### src/hw/bridge_cfg_pkg.sv
// constants, layouts and types of the stack bus bridge configuration
// assumes one clock domain and a 32-bit apb register port
package bridge_cfg_pkg;

    // ************************************************
    // register indices and byte addresses
    // ************************************************
    localparam logic [11:0] IDX_IO_UPPER = 12'h1d5;
    localparam logic [11:0] IDX_IRQ_LOW = 12'h1de;
    localparam logic [11:0] IDX_IRQ_HIGH = 12'h1df;
    localparam logic [11:0] ADDR_IO_UPPER = 12'(IDX_IO_UPPER * 4);
    localparam logic [11:0] ADDR_IRQ_LOW = 12'(IDX_IRQ_LOW * 4);
    localparam logic [11:0] ADDR_IRQ_HIGH = 12'(IDX_IRQ_HIGH * 4);

    // ************************************************
    // field positions, masks and reset values
    // ************************************************
    localparam int MEM_GATE_BIT = 3;
    localparam int WIDE_IO_BIT = 7;
    localparam logic [7:0] IO_UPPER_MASK = 8'h0f;
    localparam logic [7:0] IRQ_LOW_MASK = 8'hff;
    localparam logic [7:0] IRQ_HIGH_MASK = 8'hfb;
    localparam logic [7:0] IO_UPPER_RESET = 8'h00;
    localparam logic [7:0] IRQ_LOW_RESET = 8'h00;
    localparam logic [7:0] IRQ_HIGH_RESET = 8'h00;

    // ************************************************
    // forwarded i/o ranges and memory windows
    // ************************************************
    localparam logic [15:0] IO8_LO = 16'h03e8;
    localparam logic [15:0] IO8_HI = 16'h03ef;
    localparam logic [15:0] IO9_LO = 16'h03f0;
    localparam logic [15:0] IO9_HI = 16'h03f7;
    localparam logic [15:0] IO10_LO = 16'h03f8;
    localparam logic [15:0] IO10_HI = 16'h03ff;
    localparam logic [15:0] IO11_LO = 16'h0400;
    localparam logic [15:0] IO11_HI = 16'h0aff;
    localparam logic [15:0] HOST_MEM_TAG = 16'hffd0;
    localparam logic [3:0] ISA_MEM_TAG = 4'hd;
    localparam logic [7:0] MISS_DATA = 8'hff;

    // ************************************************
    // types
    // ************************************************
    typedef struct packed {
        logic valid;
        logic mem;
        logic write;
        logic [31:0] addr;
        logic [7:0] wdata;
    } host_req_s;

    typedef struct packed {
        logic valid;
        logic mem;
        logic write;
        logic wide;
        logic [19:0] addr;
        logic [15:0] wdata;
    } isa_cyc_s;

    typedef enum logic {ST_IDLE, ST_BUSY} br_state_e;

endpackage

### src/hw/irq_forward.sv
// per-line gating of expansion bus interrupt requests
// assumes irq inputs are synchronous to clk_sys
`timescale 1ns/1ns
module irq_forward (
    // clock and reset
    input wire logic clk_sys,
    input wire logic reset_n,
    // enable registers
    input wire logic [7:0] en_low,
    input wire logic [7:0] en_high,
    // requests in and out, indexed by irq number
    input wire logic [15:0] irq_in,
    output logic [15:0] irq_out
);

    // ************************************************
    // enable map
    // ************************************************
    logic [15:0] en_map;
    logic [15:0] irq_nxt;
    logic [15:0] irq_r;

    assign en_map = {en_high[1], 2'b00, en_high[0], en_low[7:5], 1'b0,
                     en_low[4:0], 3'b000};

    // ************************************************
    // per-line gate
    // ************************************************
    genvar gi;
    generate
        for (gi = 0; gi < 16; gi++) begin : g_line
            always_comb begin
                irq_nxt[gi] = irq_in[gi] & en_map[gi];
            end

        end
    endgenerate

    always_ff @(posedge clk_sys or negedge reset_n) begin
        if (!reset_n) begin
            irq_r <= 16'h0000;
        end else begin
            irq_r <= irq_nxt;
        end
    end

    assign irq_out = irq_r;

endmodule

### src/hw/stack_bridge_cfg.sv
// configuration registers and cycle forwarding of the lpc to pc/104 bridge
// assumes host and expansion side handshakes are synchronous to clk_sys
//
// The APB register port was left to the implementer.
`timescale 1ns/1ns

// Summary of operation
// - block enable 11 forwards i/o ports 0x400 to 0xaff.
// - block enable 10 forwards i/o ports 0x3f8 to 0x3ff.
// - block enable 9 forwards i/o ports 0x3f0 to 0x3f7.
// - block enable 8 forwards i/o ports 0x3e8 to 0x3ef.
// - upper four block bits and irq high bit 2 do nothing.
// - enabled expansion irq lines are passed to the serial irq side.
// - low irq register holds lines 11,10,9,7..3; high holds 15 and 12.
// - zero blocks an irq line, one forwards it.
// - wide mode joins two i/o byte cycles into one 16-bit cycle; memory cycles stay 8-bit.
// - without wide mode every i/o cycle is 8-bit.
// - memory gate 0 maps host 0xffd00000 window to isa 0xd0000.
// - memory gate 1 maps host 0xffd04000 window to isa 0xd4000.
// - memory gate 2 maps host 0xffd08000 window to isa 0xd8000.
// - memory gate 3 maps host 0xffd0c000 window to isa 0xdc000.
// - irq enable registers stay readable and writable at run time.
// - enabled blocks carry writes out and read data back.
module stack_bridge_cfg (
    // clock and reset
    input wire logic clk_sys,
    input wire logic reset_n,
    // apb register port
    input wire logic psel,
    input wire logic penable,
    input wire logic pwrite,
    input wire logic [11:0] paddr,
    input wire logic [31:0] pwdata,
    output logic [31:0] prdata,
    output logic pready,
    output logic pslverr,
    // host cycle port
    input wire bridge_cfg_pkg::host_req_s host_req,
    output logic host_ack,
    output logic [7:0] host_rdata,
    output logic host_miss,
    // expansion bus cycle port
    output bridge_cfg_pkg::isa_cyc_s isa_cyc,
    input wire logic isa_done,
    input wire logic [15:0] isa_rdata,
    // interrupts
    input wire logic [15:0] isa_irq,
    output logic [15:0] serirq_req
);

    // ************************************************
    // decode helpers
    // ************************************************
    function automatic logic [3:0] io_block(input logic [15:0] a);
        io_block[0] = (a >= bridge_cfg_pkg::IO8_LO) &&
                      (a <= bridge_cfg_pkg::IO8_HI);
        io_block[1] = (a >= bridge_cfg_pkg::IO9_LO) &&
                      (a <= bridge_cfg_pkg::IO9_HI);
        io_block[2] = (a >= bridge_cfg_pkg::IO10_LO) &&
                      (a <= bridge_cfg_pkg::IO10_HI);
        io_block[3] = (a >= bridge_cfg_pkg::IO11_LO) &&
                      (a <= bridge_cfg_pkg::IO11_HI);
    endfunction

    function automatic logic [2:0] reg_sel(input logic [11:0] a);
        reg_sel[0] = (a == bridge_cfg_pkg::ADDR_IO_UPPER);
        reg_sel[1] = (a == bridge_cfg_pkg::ADDR_IRQ_LOW);
        reg_sel[2] = (a == bridge_cfg_pkg::ADDR_IRQ_HIGH);
    endfunction

    // ************************************************
    // register port
    // ************************************************
    logic [7:0] iob_r, iob_nxt;
    logic [7:0] irq_low_r, irq_low_nxt;
    logic [7:0] irq_high_r, irq_high_nxt;
    logic [31:0] prdata_r, prdata_nxt;
    logic pready_r, pready_nxt;
    logic pslverr_r, pslverr_nxt;
    logic apb_setup;
    logic apb_write;
    logic [2:0] sel;

    assign apb_setup = psel && !penable;
    assign sel = reg_sel(paddr);
    assign apb_write = psel && penable && pready_r && pwrite;

    always_comb begin
        iob_nxt = iob_r;
        irq_low_nxt = irq_low_r;
        irq_high_nxt = irq_high_r;
        prdata_nxt = 32'h0000_0000;
        pready_nxt = apb_setup;
        pslverr_nxt = apb_setup && (sel == 3'b000);
        if (apb_write) begin
            if (sel[0]) begin
                iob_nxt = pwdata[7:0] & bridge_cfg_pkg::IO_UPPER_MASK;
            end
            if (sel[1]) begin
                irq_low_nxt = pwdata[7:0] & bridge_cfg_pkg::IRQ_LOW_MASK;
            end
            if (sel[2]) begin
                irq_high_nxt = pwdata[7:0] & bridge_cfg_pkg::IRQ_HIGH_MASK;
            end
        end
        if (apb_setup && !pwrite) begin
            if (sel[0]) begin
                prdata_nxt = {24'h00_0000, iob_r};
            end else if (sel[1]) begin
                prdata_nxt = {24'h00_0000, irq_low_r};
            end else if (sel[2]) begin
                prdata_nxt = {24'h00_0000, irq_high_r};
            end
        end
    end

    always_ff @(posedge clk_sys or negedge reset_n) begin
        if (!reset_n) begin
            iob_r <= bridge_cfg_pkg::IO_UPPER_RESET;
            irq_low_r <= bridge_cfg_pkg::IRQ_LOW_RESET;
            irq_high_r <= bridge_cfg_pkg::IRQ_HIGH_RESET;
            prdata_r <= 32'h0000_0000;
            pready_r <= 1'b0;
            pslverr_r <= 1'b0;
        end else begin
            iob_r <= iob_nxt;
            irq_low_r <= irq_low_nxt;
            irq_high_r <= irq_high_nxt;
            prdata_r <= prdata_nxt;
            pready_r <= pready_nxt;
            pslverr_r <= pslverr_nxt;
        end
    end

    // ************************************************
    // forwarding decision
    // ************************************************
    logic wide_mode;
    logic [3:0] mem_gates;
    logic [3:0] req_blk;
    logic io_ok, mem_ok, hit, take, pair_ok, cache_hit;
    logic [19:0] req_isa_addr;

    assign wide_mode = irq_high_r[bridge_cfg_pkg::WIDE_IO_BIT];
    assign mem_gates = irq_high_r[bridge_cfg_pkg::MEM_GATE_BIT +: 4];
    assign req_blk = io_block(host_req.addr[15:0]);
    assign io_ok = !host_req.mem && (host_req.addr[31:16] == 16'h0000) &&
                   ((req_blk & iob_r[3:0]) != 4'h0);
    assign mem_ok = host_req.mem &&
                    (host_req.addr[31:16] == bridge_cfg_pkg::HOST_MEM_TAG) &&
                    mem_gates[host_req.addr[15:14]];
    assign req_isa_addr = host_req.mem ?
                          {bridge_cfg_pkg::ISA_MEM_TAG, host_req.addr[15:0]} :
                          {4'h0, host_req.addr[15:0]};
    assign hit = io_ok || mem_ok;

    // ************************************************
    // cycle state machine
    // ************************************************
    bridge_cfg_pkg::br_state_e st_r, st_nxt;
    bridge_cfg_pkg::isa_cyc_s isa_r, isa_nxt;
    logic ack_r, ack_nxt;
    logic miss_r, miss_nxt;
    logic [7:0] rdata_r, rdata_nxt;
    logic pend_r, pend_nxt;
    logic [15:0] pend_addr_r, pend_addr_nxt;
    logic [7:0] pend_data_r, pend_data_nxt;
    logic cache_v_r, cache_v_nxt;
    logic [15:0] cache_addr_r, cache_addr_nxt;
    logic [7:0] cache_data_r, cache_data_nxt;
    logic flush_r, flush_nxt;
    logic rd_wide_r, rd_wide_nxt;

    assign take = host_req.valid && !ack_r && (st_r == bridge_cfg_pkg::ST_IDLE);
    assign pair_ok = io_ok && host_req.write && wide_mode &&
                     (host_req.addr[15:0] == pend_addr_r + 16'h0001);
    assign cache_hit = cache_v_r && wide_mode && io_ok && !host_req.write &&
                       (host_req.addr[15:0] == cache_addr_r);

    always_comb begin
        st_nxt = st_r;
        isa_nxt = isa_r;
        ack_nxt = 1'b0;
        miss_nxt = 1'b0;
        rdata_nxt = rdata_r;
        pend_nxt = pend_r;
        pend_addr_nxt = pend_addr_r;
        pend_data_nxt = pend_data_r;
        cache_v_nxt = cache_v_r;
        cache_addr_nxt = cache_addr_r;
        cache_data_nxt = cache_data_r;
        flush_nxt = flush_r;
        rd_wide_nxt = rd_wide_r;
        unique case (st_r)
            bridge_cfg_pkg::ST_IDLE: begin
                if (pend_r && (!wide_mode || (take && !pair_ok))) begin
                    // unpaired low byte goes out alone
                    isa_nxt = '{1'b1, 1'b0, 1'b1, 1'b0,
                                {4'h0, pend_addr_r}, {8'h00, pend_data_r}};
                    pend_nxt = 1'b0;
                    flush_nxt = 1'b1;
                    rd_wide_nxt = 1'b0;
                    st_nxt = bridge_cfg_pkg::ST_BUSY;
                end else if (take && pend_r) begin
                    isa_nxt = '{1'b1, 1'b0, 1'b1, 1'b1, {4'h0, pend_addr_r},
                                {host_req.wdata, pend_data_r}};
                    pend_nxt = 1'b0;
                    flush_nxt = 1'b0;
                    rd_wide_nxt = 1'b0;
                    st_nxt = bridge_cfg_pkg::ST_BUSY;
                end else if (take && cache_hit) begin
                    ack_nxt = 1'b1;
                    rdata_nxt = cache_data_r;
                    cache_v_nxt = 1'b0;
                end else if (take) begin
                    cache_v_nxt = 1'b0;
                    if (!hit) begin
                        ack_nxt = 1'b1;
                        miss_nxt = 1'b1;
                        rdata_nxt = bridge_cfg_pkg::MISS_DATA;
                    end else if (io_ok && wide_mode && !host_req.addr[0] &&
                                 host_req.write) begin
                        pend_nxt = 1'b1;
                        pend_addr_nxt = host_req.addr[15:0];
                        pend_data_nxt = host_req.wdata;
                        ack_nxt = 1'b1;
                    end else begin
                        isa_nxt = '{1'b1, host_req.mem, host_req.write,
                                    io_ok && wide_mode && !host_req.addr[0],
                                    req_isa_addr, {8'h00, host_req.wdata}};
                        rd_wide_nxt = io_ok && wide_mode && !host_req.addr[0];
                        flush_nxt = 1'b0;
                        st_nxt = bridge_cfg_pkg::ST_BUSY;
                    end
                end
            end
            bridge_cfg_pkg::ST_BUSY: begin
                if (isa_done) begin
                    isa_nxt.valid = 1'b0;
                    st_nxt = bridge_cfg_pkg::ST_IDLE;
                    if (!flush_r) begin
                        ack_nxt = 1'b1;
                        rdata_nxt = isa_r.write ? rdata_r : isa_rdata[7:0];
                        if (rd_wide_r && !isa_r.write) begin
                            cache_v_nxt = 1'b1;
                            cache_addr_nxt = isa_r.addr[15:0] + 16'h0001;
                            cache_data_nxt = isa_rdata[15:8];
                        end
                    end
                end
            end
        endcase
    end

    always_ff @(posedge clk_sys or negedge reset_n) begin
        if (!reset_n) begin
            st_r <= bridge_cfg_pkg::ST_IDLE;
            isa_r <= '0;
            ack_r <= 1'b0;
            miss_r <= 1'b0;
            rdata_r <= 8'h00;
            pend_r <= 1'b0;
            pend_addr_r <= 16'h0000;
            pend_data_r <= 8'h00;
            cache_v_r <= 1'b0;
            cache_addr_r <= 16'h0000;
            cache_data_r <= 8'h00;
            flush_r <= 1'b0;
            rd_wide_r <= 1'b0;
        end else begin
            st_r <= st_nxt;
            isa_r <= isa_nxt;
            ack_r <= ack_nxt;
            miss_r <= miss_nxt;
            rdata_r <= rdata_nxt;
            pend_r <= pend_nxt;
            pend_addr_r <= pend_addr_nxt;
            pend_data_r <= pend_data_nxt;
            cache_v_r <= cache_v_nxt;
            cache_addr_r <= cache_addr_nxt;
            cache_data_r <= cache_data_nxt;
            flush_r <= flush_nxt;
            rd_wide_r <= rd_wide_nxt;
        end
    end

    // ************************************************
    // interrupt forwarding
    // ************************************************
    irq_forward u_irq_forward (
        .clk_sys(clk_sys),
        .reset_n(reset_n),
        .en_low(irq_low_r),
        .en_high(irq_high_r),
        .irq_in(isa_irq),
        .irq_out(serirq_req)
    );

    // ************************************************
    // outputs
    // ************************************************
    assign prdata = prdata_r;
    assign pready = pready_r;
    assign pslverr = pslverr_r;
    assign host_ack = ack_r;
    assign host_miss = miss_r;
    assign host_rdata = rdata_r;
    assign isa_cyc = isa_r;

    logic [3:0] isa_blk;
    assign isa_blk = io_block(isa_cyc.addr[15:0]);
endmodule

### config.mk
export PLATFORM = sky130hd
export DESIGN_NAME = stack_bridge_cfg
export DESIGN_NICKNAME = d
export VERILOG_FILES = /design/src/hw/bridge_cfg_pkg.sv /design/src/hw/irq_forward.sv /design/src/hw/stack_bridge_cfg.sv
export SDC_FILE = /design/constraint.sdc
export NUM_CORES = 1
export LEC_CHECK = 0
export BUFFER_PORTS_ARGS = -buffer_cell sky130_fd_sc_hd__buf_2
export CELL_PAD_IN_SITES_DETAIL_PLACEMENT = 0
export CELL_PAD_IN_SITES_GLOBAL_PLACEMENT = 2
export CORE_ASPECT_RATIO = 0.75
export CORE_UTILIZATION = 25
export CTS_CLUSTER_SIZE = 10
export DETAILED_ROUTE_END_ITERATION = 8
export PLACE_DENSITY = 0.64
export SYNTH_ARGS = -nofsm -noshare
export SYNTH_HDL_FRONTEND = slang
export SYNTH_SLANG_ARGS = --single-unit
### constraint.sdc
create_clock -name clk_sys -period 2.7 [get_ports clk_sys]
set_clock_uncertainty 0.15 [all_clocks]
set_input_delay 0.27 -clock clk_sys [delete_from_list [all_inputs] [get_ports clk_sys]]
set_output_delay 0.27 -clock clk_sys [all_outputs]
set_load 0.05 [all_outputs]
==> results of run 1 <==
-- metrics by stage --
stage	hold slack, ps	setup slack [ps]	cells	power [W]	TNS [ps]
floorplan	-175.6	188.1	673	0.002361	0
global placement	145.8	-313.5	1197	0.002517	-18330
detailed placement	138.0	-380.8	1197	0.002518	-23080
CTS	5.910	53.42	1274	0.005025	0
global route	20.59	8.950	1275	0.005144	0
finish	25.12	125.2	1276	0.004939	0
-- sequential cells by signal, indices dropped and copies added (netlist names), 4 cells and up --
register,flops
irq_low_r,8
u_irq_forward.irq_out,10
iob_r,4
pend_addr_r,16
host_rdata,8
cache_addr_r,16
cache_data_r,8
isa_cyc,36
prdata,8
irq_high_r,7
pend_data_r,8
-- report_power, final --
part / leakage (nW) / total, W / switching [W] / internal [W]
Sequential: 1.86 / 0.00209 / 0.00000784 / 0.00208
Combinational: 2.71 / 0.000440 / 0.000277 / 0.000162
Clock: 0.281 / 0.00241 / 0.000941 / 0.00147
Total: 4.85 / 0.00494 / 0.00123 / 0.00371
-- layer usage --
layer	GRT usage	share of wire	vias up
met5	0	0.00062	-
met3	0.04240	0.048	14
met1	0.2133	0.51	2740
met2	0.2223	0.43	110
li1	-	-	2689
met4	0.03915	0.0097	2
-- layout by cell type (no fill, tap or decap), types with 4 or more instances in the layout --
cell type and instances:
a21oi_1 24, a21oi_2 9, a22oi_1 6, and2_1 11, and3_1 11, and4_1 4, buf_12 7, buf_2 162
buf_4 31, clkbuf_16 17, conb_1 31, dfrtp_1 136, dlygate4sd3_1 48, inv_1 23, mux2_2 45, mux2i_1 33
nand2_1 39, nand2b_1 4, nand3_1 15, nand4_1 12, nor2_1 32, nor2_2 10, nor2b_1 8, nor3_1 6
nor4_1 4, o21ai_0 20, o22ai_1 8, o2bb2ai_1 10, or4_4 4, xnor2_1 28, xor2_1 20
-- final timing paths --
path                                startpoint             end  slack (ps)  cells past startpoint
min in group asynchronous              reset_n  pend_addr_r[9]         260                      2
max in group asynchronous              reset_n  pend_addr_r[2]        1470                      3
worst max-delay path            pend_addr_r[3]     isa_cyc[15]         130                     10
worst min register to register       cache_v_r       cache_v_r         330                      2
worst min-delay path               host_req[9]  pend_addr_r[1]          30                      2
worst max register to register  pend_addr_r[3]     isa_cyc[15]         130                     10
-- cell usage after synthesis (6+ instances only) --
master     number  share of area
xnor2_1        28          0.034
a21oi_2         9          0.011
buf_6           7          0.011
buf_4          36          0.038
a21oi_1        24          0.017
mux2_2         45          0.071
nor2_2          9         0.0079
o22ai_1         8         0.0070
xor2_1         20          0.025
and2_1         11         0.0096
clkbuf_1       10         0.0053
a22oi_1         6         0.0063
dfrtp_1       138           0.48
o21ai_0        21          0.015
nor2_1         33          0.017
nand4_1        12          0.011
nand3_1        15          0.011
nand2_1        39          0.021
nor4_1          6         0.0053
and3_1         11         0.0096
inv_1          23          0.012
nor3_1          6         0.0042
mux2i_1        33          0.046
o2bb2ai_1      10          0.012
nor2b_1         8         0.0070
-- worst reg2reg max path: stages (launching register included) --
cell and delay [ps]:
dfrtp_1 490, nand4_1 130, buf_4 170, nor4_1 240, a211oi_1 110, a211o_1 310
a2111oi_4 280, buf_4 190, nand3_2 70, buf_4 180, o2bb2ai_1 160
-- timing repair --
| item | 4_1_cts | 5_1_grt |
|---|---|---|
| endpoints found under the setup margin | 2 | 39 |
| pin swaps | 1 | 3 |
| hold buffers | 48 | 0 |
| gates resized for setup | 0 | 9 |
| setup buffers | 0 | 1 |
| hold endpoints to repair | 121 | 0 |
-- logic make-up after synthesis --
family	Yosys count	share of synthesized area
AND/OR/NAND/NOR	184	0.1492
flip-flops	138	0.4840
AO/OA/AOI/OAI	104	0.1059
buffers and inverters	85	0.07435
multiplexers	81	0.1236
XOR/XNOR	48	0.05892
adder cells (fa/ha/maj)	2	0.003506
other	1	0.0005255
-- area by class of cell --
cell class | count | area, um^2
Fill cell | 2895 | 18440
Sequential cell | 138 | 3456
Multi-Input combinational cell | 450 | 3308
Timing Repair Buffer | 249 | 1675
Tap cell | 385 | 481.7
Clock buffer | 19 | 442.9
Clock inverter | 10 | 145.1
Inverter | 24 | 95.09
Antenna cell | 1 | 2.502
==> flow_summary.toml, run 1 <==
[synth]
synth.avg_cell_area_um2 = 11.10
synth_area_mm2 = 0.007136
ys_seq_area_frac = 0.4840
yosys_warnings = 0
synth_ff_type = "dfrtp_1"
synth_seq_cells = 138
synth_cell_types = 68
synth_edf_count = 0
synth-async-reset-ratio = 1.000
netlist_instances = 643

[sta]
finalSetupViolations = 0
hold_violations = 0
fmax_ghz = 0.3884
min_period_ps = 2575
relSlewSlack = 0.5982
fin_crit_sh = 0.9536
slew_violations = 0
worstMarginPinSlew_ps = 602.7
rsz0062_at_grt = "no"

[setup_path]
worstPathCellList = "nand4_1, buf_4, nor4_1, a211oi_1, a211o_1, a2111oi_4, buf_4, nand3_2, buf_4, o2bb2ai_1"
cp.arrival_ps = 2770
cp_num_buf_inv = 3
critPathKind = "flop to flop"
cp_max_fo = 9
path_delay_family = "compound AO/OA/AOI/OAI gates"
crit_path_end_kind = "flop"
critPathMaxStageDelay_ps = 490
crit_top_cell = "buf_4"
crit_required_ps = 2890
critPathLaunchType = "flop"
crit_slowest_cell = "dfrtp_1"

[route]
drtPass1Iterations = 5
drc = 0
wl_per_cell_um = 16.37
wl_um = 20890
ant_nets = 0
vias_per_cell = 4.353
dr_total_vias = 5555
drt_iter0_drc = 246

[die]
die_w_um = 197.1
initial_core_util = 0.2544
fp.dieH_um = 148.3
coreArea_mm2 = 0.02805
io_pins = 225
rows = 53
die-area_mm2 = 0.02923

[clocking]
clk_root_buffer_cell = "clkbuf_16"
cts_sinks = 138
clock_latency_ps = 430
cts_buffers = 17
h-tree-depth = 4
cts_tree = "done"
clock_path_buffers = 2
cts.clk_slew.worst_paths_ps = 70

[cells_and_area]
nets = 1007
final_area_mm2 = 0.009607
area_growth_pct = 34.63
layout-drive-gt1-share = 0.3674
final_core_util = 0.3425

[power]
powerDensity_mw_per_mm2 = 514.1
power_leakage_nw = 4.849
ir_worst_vdd_v = 0.0004356

[global_route]
grt_pass1_wl_um = 33220
grt_max_degree = 58
antenna_found_initial = 1
grt_pass1_vias = 5769
grtUsageTotal = 0.1501
overflow = 0

[hold_path]
hp-class = "primary input to flop"

[run_status]
outcome = "finished, final reports clean"

[placed_design]
place_area_mm2 = 0.008494
io_buffers = 163
place.gp.congestion = 0.7532
dp_hpwl_um = 15630

[job]
drv_cap = 0
Power figures use the tool's default switching activity.
==> inputs of run 2 (changes only) <==
--- a/config.mk
+++ b/config.mk
@@ -12,7 +12,9 @@
 export CORE_UTILIZATION = 25
 export CTS_CLUSTER_SIZE = 10
 export DETAILED_ROUTE_END_ITERATION = 8
+export HOLD_SLACK_MARGIN = 0.1
 export PLACE_DENSITY = 0.64
 export SYNTH_ARGS = -nofsm -noshare
 export SYNTH_HDL_FRONTEND = slang
+export SYNTH_HIERARCHICAL = 1
 export SYNTH_SLANG_ARGS = --single-unit
==> run 2 against run 1 <==
The run now ends with negative setup slack left. Sequential share of layout area down 1.8 points. Worst hold slack better by 110 ps. Setup slack worse by 400 ps. Clock power barely moved. Global-route usage down 0.17 points.
==> flow_summary.toml, run 2 <==
[clocking]
clk_root_buffer_cell = "clkbuf_16"
cts.clk_slew.worst_paths_ps = 70
cts_buffers = 17
h-tree-depth = 4
clock_path_buffers = 2
cts_sinks = 138
clock_latency_ps = 420
cts_tree = "done"

[placed_design]
pre_cts_ws_ps = -318.5
io_buffers = 163
place.gp.congestion = 0.7935
dp_hpwl_um = 15670
dp.cells = 1230

[route]
dr_total_vias = 5550
vias_per_cell = 4.189
drt_iter0_drc = 305
drc = 0
drtPass1Iterations = 7
wl_per_cell_um = 15.89
ant_nets = 0
wl_um = 21060

[setup_path]
r2r.worst_path.cells = 8
crit_required_ps = 2850
critPathKind = "flop to flop"
critPathLaunchType = "flop"
cp_max_fo = 20
crit_path_end_kind = "flop"
cp.arrival_ps = 3130

[sta]
rsz0062_at_grt = "yes"
finalSetupViolations = 39
relSlewSlack = 0.6522
fmax_ghz = 0.3363
fin_crit_sh = 1.101
hold_violations = 0
post-route-worst-setup-slack_ps = -273.3
min_period_ps = 2973
worstMarginPinSlew_ps = 521.7
slew_violations = 0

[power]
swShare = 0.3418
power_leakage_nw = 4.861
comb_power_share = 0.246
intPower_w = 0.004248
pwr-share-seq = 0.380
p_switching_w = 0.002206
ir_worst_vdd_v = 0.0004365
clockPowerShare = 0.373
powerDensity_mw_per_mm2 = 639.0

[die]
die-area_mm2 = 0.02923
die_w_um = 197.1
io_pins = 225
coreArea_mm2 = 0.02805
initial_core_util = 0.2544
rows = 53
fp.dieH_um = 148.3

[synth]
synth_ff_type = "dfrtp_1"
netlist.area_leader.share = 0.4839
synth_cell_types = 62
yosys_warnings = 6
synth_edf_count = 0
synth_most_common_cell = "dfrtp_1"
synth_seq_cells = 138
ys_seq_area_frac = 0.4839
synthTopCellsByCount = "dfrtp_1, mux2_2, nand2_1, buf_4, xnor2_1"
synth_area_mm2 = 0.007137
synth.avg_cell_area_um2 = 11.00
synth-async-reset-ratio = 1.000
yosysTopAreaCell = "dfrtp_1"
netlist_instances = 649
synth_area_leaders = "dfrtp_1, mux2_2, xnor2_1, buf_4, nand2_1"

[run_status]
violations = "negative setup slack"
outcome = "finished with violations"

[cells_and_area]
n_antenna_cell = 0
layout-drive-gt1-share = 0.4117
layout_common_cells = "buf_2, dfrtp_1, mux2_2, buf_4, dlygate4sd3_1"
nets = 1054
layout.cells.non_filler = 1325
largest_reg_flops = 36
area_growth_pct = 41.53
final_common_cell = "buf_2"

[global_route]
grt_pass1_wl_um = 32580
antenna_found_initial = 1
grt_pass1_vias = 5543
grtUsageTotal = 0.1485
overflow = 0
grt_max_degree = 58

[hold_path]
hp-class = "primary input to flop"
min_path_cells = 4

[job]
drv_cap = 0
[run 2: worst max-delay path, stage by stage, from the launching register on]
cell      delay (ps)
dfrtp_1          390
nand3_2          110
or4_4            510
or4b_1           530
a211o_1          340
nor4_4           220
o21bai_4         120
buf_12           180
mux2_4           290
[run 2: layout make-up]
cell class / count / area, um^2
inverter: 30 / 112.6
sequential: 138 / 3453
clock inverter: 9 / 111.4
timing repair buffer: 296 / 2052
fill: 2879 / 17950
clock buffer: 23 / 498.0
multi-input combinational: 444 / 3392
tap: 385 / 481.7
[run 2: cell families (layout without fill, tap and decap cells)]
group	count (synthesis)	in the layout	share of synthesized area
compound gates	80	80	0.07556
xor+xnor	50	50	0.06136
fa+ha+maj	2	2	0.003506
buf+inv	96	358	0.07205
flops	138	138	0.4839
mux	106	106	0.1701
other cells	2	31	0.001052
simple gates	175	175	0.1325
[run 2: worst paths after layout]
kind | startpoint | slack [ps] | to
setup / recovery | pend_addr_r[3] | -270 | isa_cyc[28]
hold / removal | host_req[16] | 130 | pend_addr_r[8]
setup reg to reg | pend_addr_r[3] | -270 | isa_cyc[28]
hold reg to reg | cache_v_r | 340 | cache_v_r
max in group asynchronous | reset_n | 1570 | pend_data_r[3]
min in group asynchronous | reset_n | 170 | pready
[run 2: what timing repair did]
action / in CTS / in global routing
hold buffers: 58 / 0
pin swaps: 0 / 0
endpoints found under the setup margin: 38 / 39
hold endpoints to repair: 225 / 0
resized for setup: 8 / 3
setup buffers: 3 / 2
[run 2: power by group through the flow]
stage / combinational (W) / sequential (W) / clock, W
after detailed placement: 0.00153 / 0.00249 / 0
after floorplan: 0.000530 / 0.00305 / 0
after global placement: 0.00152 / 0.00249 / 0
final: 0.00159 / 0.00245 / 0.00241
after CTS: 0.00160 / 0.00246 / 0.00249
after global routing: 0.00168 / 0.00249 / 0.00258
[run 2: through the flow]
stage               utilization  hold WS [ps]  total power [W]  instance area (um^2)  setup TNS (ps)
global route             0.3601         138.8         0.006754                 10100          -13100
CTS                      0.3591         103.7         0.006551                 10070           -9622
floorplan                     -        -175.6         0.003584                  7347           -6926
detailed placement       0.3150         49.84         0.004023                  8835          -12970
global placement         0.3150         52.71         0.004016                  8835          -10870
finish                   0.3601         133.7         0.006454                 10100           -8585
[run 2: per-layer routing]
metal | routed length [um] | share of wire | GRT usage
met1 | 11550 | 0.55 | 0.2311
met2 | 8419 | 0.40 | 0.2018
met3 | 923 | 0.044 | 0.03605
met4 | 154 | 0.0073 | 0.03372
met5 | 9 | 0.00043 | 0
